<file path="src/link_status_pkg.sv">
// Constants and types for the port link status and rate fallback block
package link_status_pkg;
  localparam int unsigned CLK_FREQ_HZ = 250_000_000;
  localparam int unsigned BLINK_HALF_MS = 500;
  localparam longint unsigned BLINK_HALF_CYC_L = longint'(CLK_FREQ_HZ) * BLINK_HALF_MS / 1000;
  localparam int unsigned BLINK_HALF_CYC = int'(BLINK_HALF_CYC_L);
  localparam int unsigned NUM_PORTS = 9;
  // Divider count at which the speed-cap strap is caught after reset release
  localparam int unsigned CAP_SAMPLE_CNT = 2;
  localparam logic [1:0] RATE_GEN1 = 2'h1;
  localparam logic [1:0] RATE_GEN2 = 2'h2;

  // Per-port view of the training state machine
  typedef struct packed {
    logic link_up;      // Link is in L0 or beyond
    logic rate_gen2;    // Current rate is 5 GT/s
    logic detect_exit;  // One-cycle pulse when leaving Detect
    logic cfg_fail;     // One-cycle pulse when Configuration fails
  } ltssm_ev_t;

  // Advertisement carried in outgoing training sets
  typedef struct packed {
    logic gen2_rate;    // Gen2 data rate advertised
    logic auto_change;  // Autonomous speed change supported
  } ts_adv_t;
endpackage

</file>
<file path="src/port_adv_ctrl.sv">
// Per-port status output and training set advertisement logic
`timescale 1ns/10ps
module port_adv_ctrl (
  input wire logic clk_sys,                       // Core clock
  input wire logic rst_n,                         // Synchronised reset, active low
  input wire link_status_pkg::ltssm_ev_t ev,      // Training state machine view
  input wire logic blink_phase,                   // Shared half-second phase
  input wire logic fallback_en,                   // Fallback enabled (strap low)
  input wire logic speed_cap_gen2,                // Latched speed cap, high allows Gen2
  output logic status_n,                          // Registered active-low status
  output link_status_pkg::ts_adv_t adv            // Registered advertisement
);
  import link_status_pkg::*;

  logic fallback_reg;
  logic fallback_next;
  logic pending_reg;
  logic pending_next;
  logic status_next;
  ts_adv_t adv_next;

  assign status_next = !ev.link_up ? 1'b1 : (ev.rate_gen2 ? 1'b0 : blink_phase);

  // failure arms a toggle that takes effect at Detect exit
  assign pending_next = !fallback_en ? 1'b0 : (ev.cfg_fail ? 1'b1 : (ev.detect_exit ? 1'b0 : pending_reg));
  assign fallback_next = !fallback_en ? 1'b0 :
                         ((ev.detect_exit && pending_reg) ? !fallback_reg : fallback_reg);

  assign adv_next.gen2_rate = speed_cap_gen2 && !fallback_next;
  assign adv_next.auto_change = speed_cap_gen2 && !fallback_next;

  always_ff @(posedge clk_sys or negedge rst_n) begin
    if (!rst_n) begin
      status_n <= 1'b1;
      fallback_reg <= 1'b0;
      pending_reg <= 1'b0;
      adv <= '0;
    end else begin
      status_n <= status_next;
      fallback_reg <= fallback_next;
      pending_reg <= pending_next;
      adv <= adv_next;
    end
  end

  a_down_high: assert property (@(posedge clk_sys) disable iff (!rst_n) !ev.link_up |=> status_n)
    else $error("status low while link down");
  a_gen2_low: assert property (@(posedge clk_sys) disable iff (!rst_n)
    ev.link_up && ev.rate_gen2 |=> !status_n)
    else $error("status high at 5 GT/s");
  a_gen1_blink: assert property (@(posedge clk_sys) disable iff (!rst_n)
    ev.link_up && !ev.rate_gen2 |=> status_n == $past(blink_phase))
    else $error("status does not blink at 2.5 GT/s");
  a_strap_full: assert property (@(posedge clk_sys) disable iff (!rst_n)
    !fallback_en && speed_cap_gen2 |=> adv.gen2_rate && adv.auto_change)
    else $error("Gen2 not advertised with strap high");
  // detect exit after failure flips advertisement
  a_fail_flip: assert property (@(posedge clk_sys) disable iff (!rst_n)
    fallback_en && pending_reg && ev.detect_exit ##1 fallback_en && speed_cap_gen2
    |-> adv.gen2_rate != $past(adv.gen2_rate))
    else $error("advertisement did not alternate");
  a_fail_arm: assert property (@(posedge clk_sys) disable iff (!rst_n)
    fallback_en && ev.cfg_fail && !ev.detect_exit |=> pending_reg)
    else $error("failure not remembered");
  a_cap_gen1: assert property (@(posedge clk_sys) disable iff (!rst_n)
    !speed_cap_gen2 |=> !adv.gen2_rate && !adv.auto_change)
    else $error("Gen2 advertised while capped");
endmodule // port_adv_ctrl

</file>
<file path="src/port_link_status.sv">
// Top of the port link status and rate fallback block
`timescale 1ns/10ps
module port_link_status #(
  parameter int unsigned PORTS = link_status_pkg::NUM_PORTS,            // Number of ports
  parameter int unsigned HALF_CYC = link_status_pkg::BLINK_HALF_CYC     // Cycles per blink phase
) (
  input wire logic clk_sys,                                            // Core clock, 250 MHz
  input wire logic resetn,                                             // Fundamental reset, active low
  input wire logic fallback_strap_n,                                   // Fallback strap, low enables fallback
  input wire logic speed_cap_strap_n,                                  // Speed cap strap, high allows 5 GT/s
  input wire link_status_pkg::ltssm_ev_t ltssm [PORTS],                // Per-port training view
  output logic port_link_ok_n [PORTS],                                 // Per-port status, active low
  output link_status_pkg::ts_adv_t training_set_adv [PORTS]            // Per-port advertisement
);
  import link_status_pkg::*;

  localparam int CW = $clog2(HALF_CYC);
  localparam logic [CW-1:0] CAP_AT = CW'(CAP_SAMPLE_CNT);
  localparam logic [CW-1:0] DIV_LAST = CW'(HALF_CYC - 1);

  logic rst_s1_reg;
  logic rst_s2_reg;
  logic fb_s1_reg;
  logic fb_s2_reg;
  logic cap_s1_reg;
  logic cap_s2_reg;
  logic cap_gen2_reg;
  logic cap_taken_reg;
  logic [CW-1:0] div_reg;
  logic [CW-1:0] div_next;
  logic blink_reg;
  logic div_wrap;

  always_ff @(posedge clk_sys or negedge resetn) begin
    if (!resetn) begin
      rst_s1_reg <= 1'b0;
      rst_s2_reg <= 1'b0;
    end else begin
      rst_s1_reg <= 1'b1;
      rst_s2_reg <= rst_s1_reg;
    end
  end

  // Strap synchronisers
  always_ff @(posedge clk_sys or negedge rst_s2_reg) begin
    if (!rst_s2_reg) begin
      fb_s1_reg <= 1'b1;
      fb_s2_reg <= 1'b1;
      cap_s1_reg <= 1'b1;
      cap_s2_reg <= 1'b1;
    end else begin
      fb_s1_reg <= fallback_strap_n;
      fb_s2_reg <= fb_s1_reg;
      cap_s1_reg <= speed_cap_strap_n;
      cap_s2_reg <= cap_s1_reg;
    end
  end

  // speed cap caught once after release, once synchronised
  always_ff @(posedge clk_sys or negedge rst_s2_reg) begin
    if (!rst_s2_reg) begin
      cap_gen2_reg <= 1'b1;
      cap_taken_reg <= 1'b0;
    end else if (!cap_taken_reg && div_reg == CAP_AT) begin
      cap_gen2_reg <= cap_s2_reg;
      cap_taken_reg <= 1'b1;
    end
  end

  assign div_wrap = (div_reg == DIV_LAST);
  assign div_next = div_wrap ? '0 : div_reg + CW'(1);

  always_ff @(posedge clk_sys or negedge rst_s2_reg) begin
    if (!rst_s2_reg) begin
      div_reg <= '0;
      blink_reg <= 1'b0;
    end else begin
      div_reg <= div_next;
      blink_reg <= div_wrap ? !blink_reg : blink_reg;
    end
  end

  for (genvar p = 0; p < PORTS; p++) begin : g_port
    port_adv_ctrl u_ctrl (
      .clk_sys(clk_sys),
      .rst_n(rst_s2_reg),
      .ev(ltssm[p]),
      .blink_phase(blink_reg),
      .fallback_en(!fb_s2_reg),
      .speed_cap_gen2(cap_gen2_reg),
      .status_n(port_link_ok_n[p]),
      .adv(training_set_adv[p])
    );
  end

  // blink phase holds for exactly the half period
  a_blink_hold: assert property (@(posedge clk_sys) disable iff (!rst_s2_reg)
    $changed(blink_reg) |-> div_reg == '0)
    else $error("blink toggled off the divider wrap");

  // divider never passes its last count
  a_div_range: assert property (@(posedge clk_sys) disable iff (!rst_s2_reg)
    div_reg <= DIV_LAST)
    else $error("divider beyond its last count");

  // wrap always flips the blink phase
  a_wrap_flip: assert property (@(posedge clk_sys) disable iff (!rst_s2_reg)
    div_wrap |=> blink_reg != $past(blink_reg))
    else $error("blink phase missed the wrap");

  // speed cap is caught once and then held
  a_cap_hold: assert property (@(posedge clk_sys) disable iff (!rst_s2_reg)
    cap_taken_reg |=> cap_taken_reg && $stable(cap_gen2_reg))
    else $error("speed cap changed after capture");

  // capture happens at the sample count
  a_cap_take: assert property (@(posedge clk_sys) disable iff (!rst_s2_reg)
    !cap_taken_reg && div_reg == CAP_AT |=> cap_taken_reg && cap_gen2_reg == $past(cap_s2_reg))
    else $error("speed cap not captured");

  a_rst_sync: assert property (@(posedge clk_sys) disable iff (!resetn)
    rst_s2_reg |-> rst_s1_reg)
    else $error("internal reset released out of order");
endmodule // port_link_status

</file>
<file path="config.mk">
export PLATFORM = sky130hd
export DESIGN_NAME = port_link_status
export DESIGN_NICKNAME = d
export VERILOG_FILES = /design/src/link_status_pkg.sv /design/src/port_adv_ctrl.sv /design/src/port_link_status.sv
export SDC_FILE = /design/constraint.sdc
export NUM_CORES = 1
export LEC_CHECK = 0
export BUFFER_PORTS_ARGS = -buffer_cell sky130_fd_sc_hd__clkbuf_2
export CAP_MARGIN = 30
export CELL_PAD_IN_SITES_DETAIL_PLACEMENT = 1
export CELL_PAD_IN_SITES_GLOBAL_PLACEMENT = 1
export CORE_MARGIN = 5
export CORE_UTILIZATION = 35
export CTS_BUF_LIST = sky130_fd_sc_hd__clkbuf_8 sky130_fd_sc_hd__clkbuf_16
export DETAILED_ROUTE_END_ITERATION = 16
export PLACE_DENSITY = 0.75
export SLEW_MARGIN = 10
export SYNTH_ARGS = -nofsm -noshare
export SYNTH_HDL_FRONTEND = slang
export SYNTH_SLANG_ARGS = --single-unit
</file>
<file path="constraint.sdc">
create_clock -name clk_sys -period 3 [get_ports clk_sys]
set_input_delay 0.6 -clock clk_sys [delete_from_list [all_inputs] [get_ports clk_sys]]
set_output_delay 0.6 -clock clk_sys [all_outputs]
set_load 0.05 [all_outputs]
</file>
==> impl_metrics.env <==
export IMPL_dp_cells=443
export IMPL_holdWs_ps=63.0
export IMPL_grt_pass1_vias=2380
export IMPL_layout_common_cells="clkbuf_2 (66), dfrtp_1 (57), nor2_1 (30), nand2_1 (19), a21oi_1 (19)"
export IMPL_end_kind="flop"
export IMPL_multi_input_area_sq_um=1050
export IMPL_post_route_period_util_pct=76.4
export IMPL_fp_dieH_microns=104
export IMPL_wl_per_cell_microns=14.2
export IMPL_clkLatencyLatePin_ps=350
export IMPL_cts_buffer_depth=2
export IMPL_crit_fanout=15
export IMPL_arrival_ps=2560
export IMPL_port_buffers=66
export IMPL_hold_class="flop to async pin"
export IMPL_ctsResizeCount=0
export IMPL_place_congestion=0.798
export IMPL_grt_util_all_layers_pct=13.0
export IMPL_diodes=0
export IMPL_rsz0062_at_grt="false"
export IMPL_vias=2213
export IMPL_status="finished clean"
export IMPL_fin_worst_skew_ps=5.17
export IMPL_finalPower_mw=2.09
export IMPL_fillers=1005
export IMPL_p_clk_share_pct=40.3
export IMPL_cts_setup_buffers=0
export IMPL_drive_gt1_share_pct=30.3
export IMPL_cts_htree_levels=3
export IMPL_place_area_sq_um=3430
export IMPL_grt_pass1_wl_microns=11500
export IMPL_ir_drop_mv=0.245
export IMPL_share_seq_of_total_power_pct=49.7
export IMPL_dp_hpwl_microns=4820
export IMPL_largest_reg_flops=27
export IMPL_maxSlewHeadroom_pct=67.2
export IMPL_tns_ps=0
export IMPL_grt_max_degree=42
export IMPL_worst_pin_slew_ps=488
export IMPL_swShare_pct=26.1
export IMPL_yosysSeqAreaShare_pct=58.8
export IMPL_clkTransAtPathRegs_ps=80
export IMPL_cts_hold_buf=1
export IMPL_core_sq_um=8680
export IMPL_syn_area_sq_um=3090
export IMPL_final_nets=390
export IMPL_yosysWarnings=0
export IMPL_finalNonFillerCells=461
export IMPL_intPower_mw=1.54
export IMPL_period_minus_slack_ps=2290
export IMPL_cts_sinks=72
export IMPL_yosys_area_top_type_share_pct=46.9
export IMPL_area_growth_pct=18.8
export IMPL_yosys_area_top_type="dfrtp_1"
export IMPL_hold_viol=0
export IMPL_antenna_found_initial=0
export IMPL_combPwrFrac_pct=10.1
export IMPL_die_area_sq_um=10800
export IMPL_rows=34
export IMPL_root_buffer="clkbuf_8"
export IMPL_postLayoutSetupSlackWorst_ps=708
export IMPL_die_x_microns=104
export IMPL_grt_ovfl_total=0
export IMPL_drt_iter0_drc=87
export IMPL_clock_fmax_mhz=436
export IMPL_ys_ff_latch=72
export IMPL_ys_top_cells_by_area="dfrtp_1 (47%), dfstp_2 (12%), buf_4 (4.6%)"
export IMPL_tritoncts="built"
export IMPL_syn_area_per_cell_sq_um=10.7
export IMPL_finalWirelength_microns=6540
export IMPL_static_leakage_power_nw=1.76
export IMPL_slew_violations=0
export IMPL_firstDrtPassIters=4
export IMPL_seq_area_sq_um=1820
export IMPL_synth_fp_nets=330
export IMPL_finalCoreUtilization_pct=42.4
export IMPL_pre_cts_ws_ps=681
export IMPL_initial_core_util_pct=35.7
export IMPL_cap_violations=0
export IMPL_vias_per_cell=4.80
export IMPL_cp_start_kind="flop"
export IMPL_layout_commonest_cell="clkbuf_2"
export IMPL_p_sw_mw=0.544
export IMPL_yosysUniqueCellTypes=35
export IMPL_drc=0
export IMPL_cts_buffers=9
export IMPL_io_pins=67
export IMPL_synthCells=288
export IMPL_setup_viol=0
export IMPL_stdcell_area_sq_um=3680
export IMPL_critical_path_class="flop to flop"
export IMPL_ant_nets=0
export IMPL_worstPathRequired_ps=3270
export IMPL_power_density_nw_per_um2=568
worst paths after layout:
path / from / endpoint / slack (ps) / depth (start not counted)
max in group asynchronous: rst_s2_reg$_DFF_PN0_ / cap_s1_reg$_DFF_PN1_ / 2150 / 2
min reg2reg: rst_s2_reg$_DFF_PN0_ / g_port[6].u_ctrl.pending_reg$_DFFE_PN0P_ / 60 / 0
min in group clk_sys: fallback_strap_n / fb_s1_reg$_DFF_PN1_ / 330 / 1
max reg2reg: div_reg[0]$_DFF_PN0_ / div_reg[26]$_DFF_PN0_ / 710 / 5
max: div_reg[0]$_DFF_PN0_ / div_reg[26]$_DFF_PN0_ / 710 / 5
min: rst_s2_reg$_DFF_PN0_ / g_port[6].u_ctrl.pending_reg$_DFFE_PN0P_ / 60 / 0
logic make-up (layout without fill, tap and decap cells):
logic type               after synthesis  in the layout  share of synthesized area, %
AO/OA/AOI/OAI                         40             40                          7.08
XOR/XNOR                              24             24                          6.79
adder cells (fa/ha/maj)                2              2                         0.809
buffers and inverters                 38            103                          7.16
flip-flops                            72             72                          58.8
multiplexers                           1              1                         0.364
other                                  1              1                         0.121
AND/OR/NAND/NOR                      110            110                          18.9
worst max-delay path, cell delays in order, from the launching register on:
cell and delay, ps:
dfrtp_1 450, ha_1 220, nand3_1 180, or4_1 680
or4_1 550, a21oi_1 140
Yosys cell counts:
cell type	n
dfrtp_1	58
nor2_1	30
a21oi_1	19
buf_4	19
nand2_1	19
xor2_1	15
dfstp_2	14
inv_1	14
o21ai_0	13
nand3_1	10
nor2b_1	9
xnor2_1	9
or4_1	8
o31ai_1	7
nor3_1	6
nor4_1	6
or3_1	6
nand4_1	5
and3_1	3
clkbuf_1	2
ha_1	2
a31oi_1	1
and2_1	1
and4_1	1
buf_1	1
buf_6	1
clkinv_1	1
conb_1	1
mux2_2	1
nand2_2	1
nand4_4	1
nor3_2	1
nor4b_1	1
or2_2	1
or4_4	1
cell type report:
type | count | share of cell area (%)
Clock inverter | 7 | 2.62
Inverter | 15 | 1.53
Sequential cell | 72 | 49.5
Timing Repair Buffer | 72 | 10.6
Multi-Input combinational cell | 178 | 28.7
Clock buffer | 9 | 3.37
Tap cell | 108 | 3.68
power groups by stage:
stage                     clock, mW  sequential, mW  combinational (mW)
final                         0.840            1.04               0.210
after detailed placement          0            1.07               0.199
after CTS                     0.871            1.05               0.201
after global routing          0.915            1.04               0.228
after global placement            0            1.06               0.195
after floorplan                   0            1.09               0.120
layer usage:
| layer | track usage, % | vias to the layer above | share of wire, % |
|---|---|---|---|
| li1 | - | 1080 | - |
| met1 | 16.5 | 1079 | 45 |
| met2 | 20.5 | 47 | 49 |
| met3 | 4.72 | 7 | 4.9 |
| met4 | 4.35 | 0 | 1.3 |
| met5 | 0 | - | 0 |
(Power assumes the default switching activity.)
